$ cat config.mk
export PLATFORM = sky130hd
export DESIGN_NAME = sep_slave
export DESIGN_NICKNAME = d
export VERILOG_FILES = /design/src/sep_pkg.sv /design/src/sep_slave.sv
export SDC_FILE = /design/constraint.sdc
export NUM_CORES = 2
export LEC_CHECK = 0
export BUFFER_PORTS_ARGS = -buffer_cell sky130_fd_sc_hd__buf_4
export CAP_MARGIN = 5
export CORE_MARGIN = 2
export CORE_UTILIZATION = 30
export DETAILED_ROUTE_END_ITERATION = 6
export PLACE_DENSITY_LB_ADDON = 0.15
export SYNTH_ARGS = -nofsm -noshare
export SYNTH_HDL_FRONTEND = slang
export SYNTH_SLANG_ARGS = --single-unit
$ cat constraint.sdc
create_clock -name clock -period 5.4 [get_ports clock]
set_input_delay 1.08 -clock clock [delete_from_list [all_inputs] [get_ports clock]]
set_output_delay 1.08 -clock clock [all_outputs]
set_load 0.01 [all_outputs]
$ cat src/sep_pkg.sv
// Purpose: Constants for the serial EEPROM two-wire slave front end
// Assumes: System clock 200 MHz, bus clock up to 1 MHz
// Notes: Write cycle length is given in microseconds
package sep_pkg;
    localparam int unsigned CLK_MHZ = 200;
    localparam int unsigned WRITE_TIME_US = 4000;
    localparam int unsigned WRITE_CYCLES = WRITE_TIME_US * CLK_MHZ;
    localparam int unsigned ARRAY_BYTES = 256;
    localparam int unsigned PAGE_BYTES = 16;
    localparam int unsigned ID_BYTES = 16;
    localparam logic [3:0] TYPE_MAIN = 4'h000a;
    localparam logic [3:0] TYPE_ID = 4'h000b;
    localparam logic [7:0] BYTE_RESET = 8'h00ff;
    localparam logic [3:0] BITCNT_RESET = 4'h0000;
    localparam logic [7:0] LOCK_ADDR_BIT = 8'h0080;
    typedef enum logic [6:0] {
        SEP_IDLE = 7'b000_0001,
        SEP_DEVSEL = 7'b000_0010,
        SEP_ADDR = 7'b000_0100,
        SEP_WDATA = 7'b000_1000,
        SEP_RDATA = 7'b001_0000,
        SEP_RACK = 7'b010_0000,
        SEP_BUSY = 7'b100_0000
    } sep_state_t;
endpackage

$ cat src/sep_slave.sv
// Purpose: Two-wire bus slave of a 2-Kbit byte-alterable memory
// Assumes: clock far faster than bus clock; pins are asynchronous
// Notes: Array bytes carry four Hamming check bits, corrected when read
//
// Behaviour
// 256 byte array, 16 pages of 16
// Separate 16 byte identification page
// Identification page lock is permanent
// Stored bytes carry error-correction protection; only array bytes get check bits here, the identification page has none
// Works up to 1 MHz bus clock
// Bus clock captures and launches data bits
// Data pin is open-drain only
// Straps compared with select bits 3..1
// Unconnected strap reads as zero
// Write-protect high blocks array writes
// Write-protect low or open enables writes
// Protected: ack select, address; not data
// Device is only a slave
// Start: data falls while clock high
// Master starts every transfer with Start
// Watch Start always except write cycle
// Stop: data rises while clock high
// Stop ends transaction, wait for Start
// Stop after written data starts programming
// Ack only type 1010 or 1011
// Receiver acks during ninth clock
// Sample at clock rise, change when low
// Select bit 0 is direction, 1 reads
// Unaddressed device keeps data released
// Write cycle is a busy interval
`timescale 1ns/10ps
module sep_slave
    import sep_pkg::*;
#(
    parameter int unsigned WRITE_CYC = WRITE_CYCLES
) (
    input wire logic clock, // System clock
    input wire logic rst, // Async reset, active high
    input wire logic scl_i, // Bus clock pin
    input wire logic sda_i, // Bus data pin level
    output logic sda_o, // Data drive value, always 0
    output logic sda_oe_n, // Low pulls data line low
    input wire logic chip_select_strap_2, // Strap, pulled low when open
    input wire logic chip_select_strap_1, // Strap, pulled low when open
    input wire logic chip_select_strap_0, // Strap, pulled low when open
    input wire logic write_protect_input, // High blocks writes
    output logic write_busy, // Internal write cycle running
    output logic id_locked // Identification page locked
);
    ////////////////////////////////////////////////////////////////////////
    // Pin synchronisers
    logic [1:0] scl_s_q, sda_s_q;
    logic [2:0] strap_s1_q, strap_s_q;
    logic [1:0] wp_s_q;
    logic scl_d1_q, sda_d1_q;
    always_ff @(posedge clock or posedge rst) begin
        if (rst) begin
            scl_s_q <= 2'b11;
            sda_s_q <= 2'b11;
            strap_s1_q <= 3'b000;
            strap_s_q <= 3'b000;
            wp_s_q <= 2'b00;
            scl_d1_q <= 1'b1;
            sda_d1_q <= 1'b1;
        end else begin
            scl_s_q <= {scl_s_q[0], scl_i};
            sda_s_q <= {sda_s_q[0], sda_i};
            strap_s1_q <= {chip_select_strap_2, chip_select_strap_1, chip_select_strap_0};
            strap_s_q <= strap_s1_q;
            wp_s_q <= {wp_s_q[0], write_protect_input};
            scl_d1_q <= scl_s_q[1];
            sda_d1_q <= sda_s_q[1];
        end
    end
    logic scl, sda, scl_rise, scl_fall, start_ev, stop_ev, wp;
    assign scl = scl_s_q[1];
    assign sda = sda_s_q[1];
    assign wp = wp_s_q[1];
    assign scl_rise = scl & ~scl_d1_q;
    assign scl_fall = ~scl & scl_d1_q;
    assign start_ev = scl & scl_d1_q & sda_d1_q & ~sda;
    assign stop_ev = scl & scl_d1_q & ~sda_d1_q & sda;

    ////////////////////////////////////////////////////////////////////////
    // Storage
    logic [7:0] mem_q [ARRAY_BYTES];
    logic [3:0] ecc_q [ARRAY_BYTES];
    logic [7:0] id_q [ID_BYTES];
    logic [7:0] wbuf_q [PAGE_BYTES];
    logic [PAGE_BYTES-1:0] wvld_q;

    ////////////////////////////////////////////////////////////////////////
    // Byte engine
    sep_state_t state_q;
    logic [3:0] bitcnt_q;
    logic [7:0] shift_q, addr_q, rdbyte_q;
    logic id_sel_q, ack_slot_q, ack_q, wrote_q, lock_req_q, master_ack_q;
    logic [$clog2(WRITE_CYC+1)-1:0] busy_cnt_q;

    function automatic logic sel_match(input logic [7:0] b, input logic [2:0] st);
        sel_match = (b[7:4] == TYPE_MAIN || b[7:4] == TYPE_ID)
            && (b[3:1] == st);
    endfunction

    // Four Hamming check bits per array byte repair any single flipped bit
    function automatic logic [3:0] ecc_gen(input logic [7:0] d);
        ecc_gen[0] = d[0] ^ d[1] ^ d[3] ^ d[4] ^ d[6];
        ecc_gen[1] = d[0] ^ d[2] ^ d[3] ^ d[5] ^ d[6];
        ecc_gen[2] = d[1] ^ d[2] ^ d[3] ^ d[7];
        ecc_gen[3] = d[4] ^ d[5] ^ d[6] ^ d[7];
    endfunction
    function automatic logic [7:0] ecc_fix(input logic [7:0] d, input logic [3:0] c);
        logic [3:0] syn;
        syn = ecc_gen(d) ^ c;
        ecc_fix = d;
        case (syn)
            4'h0003: ecc_fix[0] = ~d[0];
            4'h0005: ecc_fix[1] = ~d[1];
            4'h0006: ecc_fix[2] = ~d[2];
            4'h0007: ecc_fix[3] = ~d[3];
            4'h0009: ecc_fix[4] = ~d[4];
            4'h000a: ecc_fix[5] = ~d[5];
            4'h000b: ecc_fix[6] = ~d[6];
            4'h000c: ecc_fix[7] = ~d[7];
            default: ecc_fix = d;
        endcase
    endfunction

    logic [7:0] rx_byte;
    assign rx_byte = {shift_q[6:0], sda};

    always_ff @(posedge clock or posedge rst) begin
        if (rst) begin
            state_q <= SEP_IDLE;
            bitcnt_q <= BITCNT_RESET;
            shift_q <= BYTE_RESET;
            addr_q <= 8'h0000;
            id_sel_q <= 1'b0;
            ack_slot_q <= 1'b0;
            ack_q <= 1'b0;
            wrote_q <= 1'b0;
            lock_req_q <= 1'b0;
            master_ack_q <= 1'b0;
            busy_cnt_q <= '0;
        end else if (state_q == SEP_BUSY) begin
            // Bus ignored entirely while programming
            if (busy_cnt_q == '0) begin
                state_q <= SEP_IDLE;
            end else begin
                busy_cnt_q <= busy_cnt_q - 1'b1;
            end
        end else if (stop_ev) begin
            ack_q <= 1'b0;
            ack_slot_q <= 1'b0;
            // Stop follows the tenth clock rise, which the bit counter has taken
            if (wrote_q && state_q == SEP_WDATA && bitcnt_q == 4'h0001) begin
                state_q <= SEP_BUSY;
                busy_cnt_q <= ($clog2(WRITE_CYC+1))'(WRITE_CYC - 1);
            end else begin
                state_q <= SEP_IDLE;
            end
        end else if (start_ev) begin
            state_q <= SEP_DEVSEL;
            bitcnt_q <= 4'h0000;
            ack_q <= 1'b0;
            ack_slot_q <= 1'b0;
            wrote_q <= 1'b0;
            lock_req_q <= 1'b0;
        end else if (scl_rise && !ack_slot_q) begin
            shift_q <= rx_byte;
            bitcnt_q <= bitcnt_q + 4'h0001;
        end else if (scl_rise && ack_slot_q) begin
            master_ack_q <= ~sda;
        end else if (scl_fall && ack_slot_q) begin
            // End of ninth clock: release line and advance
            ack_slot_q <= 1'b0;
            ack_q <= 1'b0;
            bitcnt_q <= 4'h0000;
            if (state_q == SEP_RACK) begin
                if (master_ack_q) begin
                    state_q <= SEP_RDATA;
                    addr_q <= addr_q + 8'h0001;
                end else begin
                    state_q <= SEP_IDLE;
                end
            end else if (state_q == SEP_DEVSEL && ack_q && shift_q[0]) begin
                state_q <= SEP_RDATA;
                addr_q <= addr_q + 8'h0001;
            end else if (!ack_q && state_q != SEP_WDATA) begin
                state_q <= SEP_IDLE;
            end
        end else if (scl_fall && bitcnt_q == 4'h0008 && state_q != SEP_IDLE) begin
            ack_slot_q <= 1'b1;
            case (state_q)
                SEP_DEVSEL: begin
                    ack_q <= sel_match(shift_q, strap_s_q);
                    id_sel_q <= (shift_q[7:4] == TYPE_ID);
                    if (shift_q[0]) begin
                        state_q <= SEP_RACK;
                        addr_q <= addr_q - 8'h0001;
                        master_ack_q <= 1'b1;
                        ack_q <= 1'b0;
                        if (!sel_match(shift_q, strap_s_q)) begin
                            state_q <= SEP_IDLE;
                            ack_slot_q <= 1'b0;
                        end else begin
                            ack_q <= 1'b1;
                            state_q <= SEP_DEVSEL;
                        end
                    end else begin
                        state_q <= SEP_ADDR;
                    end
                end
                SEP_ADDR: begin
                    ack_q <= 1'b1;
                    addr_q <= shift_q;
                    lock_req_q <= id_sel_q && (shift_q & LOCK_ADDR_BIT) != 8'h0000;
                    state_q <= SEP_WDATA;
                end
                SEP_WDATA: begin
                    ack_q <= !wp && !(id_sel_q && id_locked);
                    if (!wp && !(id_sel_q && id_locked)) begin
                        wrote_q <= 1'b1;
                        addr_q <= {addr_q[7:4], addr_q[3:0] + 4'h0001};
                    end
                end
                SEP_RDATA: begin
                    ack_q <= 1'b0;
                    state_q <= SEP_RACK;
                end
                default: begin
                    ack_q <= 1'b0;
                end
            endcase
        end
    end

    ////////////////////////////////////////////////////////////////////////
    // Write buffer and programming
    logic wr_take;
    assign wr_take = state_q == SEP_WDATA && scl_fall && bitcnt_q == 4'h0008 && !ack_slot_q
        && !wp && !(id_sel_q && id_locked);
    always_ff @(posedge clock or posedge rst) begin
        if (rst) begin
            wvld_q <= '0;
            id_locked <= 1'b0;
        end else begin
            if (start_ev && state_q != SEP_BUSY) begin
                wvld_q <= '0;
            end else if (wr_take) begin
                wvld_q[addr_q[3:0]] <= 1'b1;
            end
            if (state_q == SEP_BUSY && busy_cnt_q == '0 && lock_req_q) begin
                id_locked <= 1'b1;
            end
        end
    end
    always_ff @(posedge clock) begin
        if (wr_take) begin
            wbuf_q[addr_q[3:0]] <= shift_q;
        end
    end
    // Programming is committed at the end of the busy interval
    generate
        for (genvar i = 0; i < PAGE_BYTES; i++) begin : g_prog
            always_ff @(posedge clock) begin
                if (state_q == SEP_BUSY && busy_cnt_q == '0 && wvld_q[i]
                    && !lock_req_q) begin
                    if (id_sel_q) begin
                        id_q[i] <= wbuf_q[i];
                    end else begin
                        mem_q[{addr_q[7:4], 4'(i)}] <= wbuf_q[i];
                        ecc_q[{addr_q[7:4], 4'(i)}] <= ecc_gen(wbuf_q[i]);
                    end
                end
            end
        end
    endgenerate

    ////////////////////////////////////////////////////////////////////////
    // Read data and open-drain drive
    always_ff @(posedge clock) begin
        if (state_q == SEP_RDATA && bitcnt_q == 4'h0000) begin
            rdbyte_q <= id_sel_q ? id_q[addr_q[3:0]]
                : ecc_fix(mem_q[addr_q], ecc_q[addr_q]);
        end
    end
    always_ff @(posedge clock or posedge rst) begin
        if (rst) begin
            sda_oe_n <= 1'b1;
            sda_o <= 1'b0;
            write_busy <= 1'b0;
        end else begin
            write_busy <= state_q == SEP_BUSY;
            sda_o <= 1'b0;
            if (state_q == SEP_IDLE || state_q == SEP_BUSY) begin
                sda_oe_n <= 1'b1;
            end else if (ack_slot_q) begin
                sda_oe_n <= ~ack_q;
            end else if (state_q == SEP_RDATA && bitcnt_q < 4'h0008 && !scl) begin
                sda_oe_n <= rdbyte_q[3'(7 - bitcnt_q)];
            end else if (state_q != SEP_RDATA) begin
                sda_oe_n <= 1'b1;
            end
        end
    end
endmodule // sep_slave

Yosys cells after proc, flatten, opt, wreduce, memory -nomap -nowiden
Memory sizes are Yosys's and may differ from the RTL's. Cells that the tools add are included.

Add/sub/neg operators: 6. $lt $le $gt $ge: 4. Eq/ne operators: 41. Muxes and demuxes: 154. Bitwise logic cells: 266. Reduce and logical (&&, ||, !) cells: 97.

Operator list (count): 1-bit XOR (238); 1-bit 2-to-1 mux (116); 7-bit 2-to-1 mux (13); 20-bit 2-to-1 mux (4); 1-bit logical AND (58); 8-bit 2-to-1 mux (7); 16-bit 2-to-1 mux (2); 4-bit equality test (second input constant) (7); 8-bit case mux with 3 select lines (1); 8-bit AND reduction (3); 11-bit AND reduction (2); 2-bit nonzero test (11); 7-bit case mux with 3 select lines (1); 20-bit logical NOT (1); 4-bit 2-to-1 mux (5); 20-bit by 1-bit subtractor with 20-bit output (second input constant) (1); 1-bit NOT (19); 3-bit != test (second input constant) (6); 16-bit OR (1); 7-bit by 4-bit != test with 1-bit output (second input constant) (2); 4-bit by 3-bit equality test with 1-bit output (second input constant) (3); 2-bit != test (second input constant) (6); 4-bit AND reduction (3); 4-bit nonzero test (3); 40 further kinds (55).

Bits in registers: 94. RAM bits: 3328. Bits of input ports: 8. Output and inout port bits: 4. Memories: 4.

Memories: mem_q (words 256, bits a word 8, rd ports 1, clocked after Yosys merged registers in 0, write ports 16, RTL line sep_slave.sv:86) `logic [7:0] mem_q [ARRAY_BYTES];`; ecc_q (words 256, bits a word 4, rd ports 1, clocked after Yosys merged registers in 0, write ports 16, RTL line sep_slave.sv:87) `logic [3:0] ecc_q [ARRAY_BYTES];`; id_q (words 16, bits a word 8, rd ports 1, clocked after Yosys merged registers in 0, write ports 16, RTL line sep_slave.sv:88) `logic [7:0] id_q [ID_BYTES];`; wbuf_q (words 16, bits a word 8, rd ports 16, clocked after Yosys merged registers in 0, write ports 1, RTL line sep_slave.sv:89) `logic [7:0] wbuf_q [PAGE_BYTES];`.

Longest topological paths before layout
Word-level depth: 13. Depth in mapped cells: 18.

Least setup slack after synthesis
OpenSTA, ideal clock, no wires.

Kind: reg-to-reg. Start point: register addr_q[0]. End point: register rdbyte_q[0], data pin. Library setup time: 0.273 ns. Arrival time: 4.013 ns. Path slack: 1.114 ns. Stages on the path, launching flop included: 16. Buffers on the path: 6. Clock period less this slack: 4.286 ns. Cells stage by stage: dfrtp_1 -> clkbuf_2 -> buf_2 -> buf_4 -> buf_4 -> buf_2 -> buf_4 -> mux4_2 -> a221oi_1 -> o22ai_1 -> o21ai_0 -> nand4_1 -> xor2_1 -> xnor3_2 -> o41ai_1 -> o211ai_1.

Longest elaborated chain between the ends: 9.

RTL lines: from (decl) (RTL line sep_slave.sv:96) `logic [7:0] shift_q, addr_q, rdbyte_q;`; from (signal assigned) (RTL line sep_slave.sv:182) `addr_q <= addr_q + 8'h0001;`; from (signal assigned) (RTL line sep_slave.sv:188) `addr_q <= addr_q + 8'h0001;`; from (signal assigned) (RTL line sep_slave.sv:200) `addr_q <= addr_q - 8'h0001;`; memory read 256 x 8 bit; 1-bit XOR (on tied branches) (4 in a row) (RTL line sep_slave.sv:107, sep_slave.sv:108); 4-bit XOR (RTL line sep_slave.sv:114) `syn = ecc_gen(d) ^ c;`; 4-bit by 2-bit equality test with 1-bit output (RTL line sep_slave.sv:116) `case (syn)`; 1-bit 2-to-1 mux (RTL line sep_slave.sv:116); 8-bit 2-to-1 mux (*) (RTL line sep_slave.sv:284) `rdbyte_q <= id_sel_q ? id_q[addr_q[3:0]]`; to (signal assigned) (RTL line sep_slave.sv:284); to (decl) (RTL line sep_slave.sv:96).

Mark *: on every way between the ends. The rest lies on a longest branch, timed or not. A chain may end at the register's enable or synchronous reset.

Final worst setup path
Start point: register addr_q[0]. End point: register rdbyte_q[4], data pin.

Longest elaborated chain between the ends: 9.

RTL lines (RTL line): memory read 256 x 8 bit; 1-bit XOR (on tied branches) (4 in a row) (sep_slave.sv:107, sep_slave.sv:108); 4-bit XOR (sep_slave.sv:114); 4-bit equality test (sep_slave.sv:116); 1-bit 2-to-1 mux (sep_slave.sv:116); 8-bit 2-to-1 mux (*) (sep_slave.sv:284).

Marks and branches as above.

==> run metrics <==
Tmin final around 5500 ps; post-synthesis mux area share between 10% and 20%; core area approximately 440000 um^2; most used cell, CP buf_4; final worst slack -134 ps; Max clock buf depth 4; hold_buf cts 0; ys async rst share roughly 2.5%; maximum number of pins on one net before global-route repair 51; Hold Crit Class input port to flip-flop; initial detailed-routing violation count roughly 14k; initial antenna violation count 120; Overall Power around 58 mW; CTS H-tree depth 5; Synth Warn # 0; Final period util 102%; largest family of logic cells by synthesized area multiplexers; RR Startpoint addr_q[0]; crit-path cells buf_4 > buf_12 > buf_12 > buf_16 > mux4_2 > mux4_2 > o211ai_1 > nor3_1 > o31ai_2 > buf_4 > xnor2_1 > buf_4 > xor3_2 > buf_4 > nor4_1 > a211oi_1; GP Congestion roughly 1.1; Worst slew margin -0.000785%; final instance area between 150000 and 200000 um^2; Clock transition at path regs 70 ps; Antenna Nets Post-Route 0; ys flop type edfxtp_1; Total GRT Usage 29.8%; worst-margin pin slew between 1500 and 2000 ps; worst-path fanout max 16; clk sinks ~3.4k; count of different cell masters after synthesis 80; Setup crit end rdbyte_q[4]; CP Launch Type flip-flop; Detailed Route WL ~680 mm; syn_area_per_cell about 21 um^2; Power Density between 300 and 400 nW/um^2; Cell Area, Synth approximately 130000 um^2; Worst Path Required 6170 ps; fmax approximately 180 MHz; Setup crit start addr_q[0]; number of synthesized flops with an enable pin around 3.3k; clock latency on the worst-skew pair around 1000 ps; Compound-Gate Fraction of Synth Area ~2.7%; Setup Skew 65.9 ps; Post-Synth Adder-Cell Area less than 1%; Max IR drop VDD between 0.0002 and 0.0003 V; r2r setup slk -130 ps; most frequent cells in the layout 3336 x edfxtp_1, 944 x buf_4, 798 x mux4_2, 384 x clkbuf_16, 201 x nor2_1; register area share after synthesis between 70% and 80%; Synth Register Bits roughly 3.4k; status complete, but fails checks; vias in the first global route 74.5k; Area growth syn-to-layout 21.4%; Max Slew Vio Count 8; WHS about 150 ps; max cap viols 1; CTS tree built; drt drc 0; via count 79.3k; most common cell after layout, fill and taps aside edfxtp_1; port bufs 10; Setup violations, final 8; CTS Buf Count roughly 380; Core Util, Final between 30% and 40%; die span in y 671 um; Setup crit end kind flip-flop; failing checks max-capacitance violations, max-slew violations, negative setup slack; Die ar. around 450000 um^2; cell count after synthesis about 6.3k; HPWL Detailed slightly below 500 mm; Net Count, Synth 6317; root buf cell clkbuf_16; Final Hold Viols 0; Leakage between 50 and 60 nW; post-synthesis simple-gate area fraction 2.75%; grt total ovfl 0; CP max-delay cell o211ai_1; XOR/XNOR Fraction of Synth Area under 10%; vias per cell roughly 5.8; Die W roughly 670 um; first-pass GRT wire length 856 mm; num ports 12; FF-to-FF End rdbyte_q[4]; share of layout cells above drive strength 1 ~35%; worst path arrival time 6300 ps; WL per Instance 49.9 um; Post-DP Area approximately 150000 um^2; slowest stage delay, CP slightly below 700 ps; critical path class flip-flop to flip-flop; drt first pass iters 5; effective utilization at floorplan between 30% and 40%; Std-Cell Rows between 200 and 250; Total Nets Final roughly 7.4k; worst reg2reg path depth 16
## repair_timing
action                                 CTS  global route
cloned                                   1             4
setup endpoints to repair                8             8
setup buffers                            3            10
endpoints found under the hold margin    0             0
gates resized for setup                 17            28
pin swaps                                3             9
## flip-flops by register name, indices dropped and copies added (netlist names), 3 cells and up
register / cells
addr_q: 8
bitcnt_q: 4
busy_cnt_q: 20
ecc_q: 1024
id_q: 128
mem_q: 2048
rdbyte_q: 8
shift_q: 8
state_q: 7
strap_s1_q: 3
strap_s_q: 3
wbuf_q: 128
wvld_q: 16
## synthesized netlist by cell type, drive strengths merged (17+ instances only)
| library cell | number | share of area (%) |
|---|---|---|
| mux2 | 39 | 0.33 |
| nand4 | 25 | 0.12 |
| nor2 | 360 | 1.0 |
| xor2 | 50 | 0.33 |
| a221oi | 51 | 0.33 |
| and2 | 24 | 0.11 |
| o21ai | 56 | 0.21 |
| nor3 | 39 | 0.15 |
| nand2 | 155 | 0.44 |
| nor2b | 26 | 0.12 |
| xnor2 | 176 | 1.2 |
| edfxtp | 3336 | 75 |
| mux4 | 798 | 13 |
| a31oi | 18 | 0.084 |
| a21oi | 51 | 0.19 |
| a22oi | 120 | 0.67 |
| dfrtp | 70 | 1.3 |
| inv | 19 | 0.053 |
| clkbuf | 144 | 0.41 |
| o22ai | 56 | 0.26 |
| nor4 | 24 | 0.12 |
| a22o | 39 | 0.26 |
| buf | 210 | 0.95 |
| mux2i | 140 | 1.0 |
| nand3 | 48 | 0.18 |
| nand2b | 17 | 0.080 |
## metrics by stage
stage	setup TNS, ps	instances	setup slack (ps)
floorplan	0	6301	1110
global placement	-6360	12900	-951
detailed placement	-4500	12900	-707
CTS	0	13600	2.64
global route	-10.2	13600	-10.2
finish	-767	13700	-134
## report_power, final
| part | total, mW | internal, mW | switching (mW) | leakage (nW) |
|---|---|---|---|---|
| clock | 24.9 | 13.8 | 11.0 | 5.68 |
| sequential | 29.2 | 28.9 | 0.276 | 31.1 |
| combinational | 3.66 | 1.25 | 2.40 | 14.0 |
## worst min-delay path by stage
stage	from	endpoint	slack, ps	cells past startpoint
5_1_grt	write_protect_input	wp_s_q[0]	130	1
6_report	write_protect_input	wp_s_q[0]	150	1
2_1_floorplan	strap_s1_q[0]	strap_s_q[0]	330	0
4_1_cts	write_protect_input	wp_s_q[0]	90	1
3_3_place_gp	strap_s1_q[0]	strap_s_q[0]	340	0
3_5_place_dp	strap_s1_q[1]	strap_s_q[1]	340	0
## worst max-delay path: cells and delay by family, from the launching register on
kind                      cells  cell delay [ps]
buffers and inverters         7             1340
muxes                         2             1170
AOI/OAI and AO/OA             3              970
xor gates and xnor gates      2              680
DFF                           1              530
and+or+nand+nor               2              470
## area by class of cell
cell class,instances,area [um^2]
multi-input combinational,2505,31100
sequential,3422,102000
clock buffer,461,9840
inverter,20,82.6
antenna,110,275
timing repair buffer,1063,9410
fill,41000,282000
clock inverter,218,1730
tap,5928,7420
## layer usage
metal  GRT usage (%)  vias to the layer above  part of all wire (%)
met1            38.6                    44200                    39
met3            8.54                     1037                   9.9
met5               0                        -                  0.14
met4            15.8                       46                   5.8
li1                -                    28600                     -
met2            45.3                     5294                    45
## cell families after synthesis
logic type / Yosys count
AO/OA/AOI/OAI: 498
XOR/XNOR: 234
adder cells (fa/ha/maj): 8
buffers and inverters: 374
flip-flops: 3422
multiplexers: 977
other: 1
AND/OR/NAND/NOR: 787
Note: power is estimated with default switching activity, not from simulation.
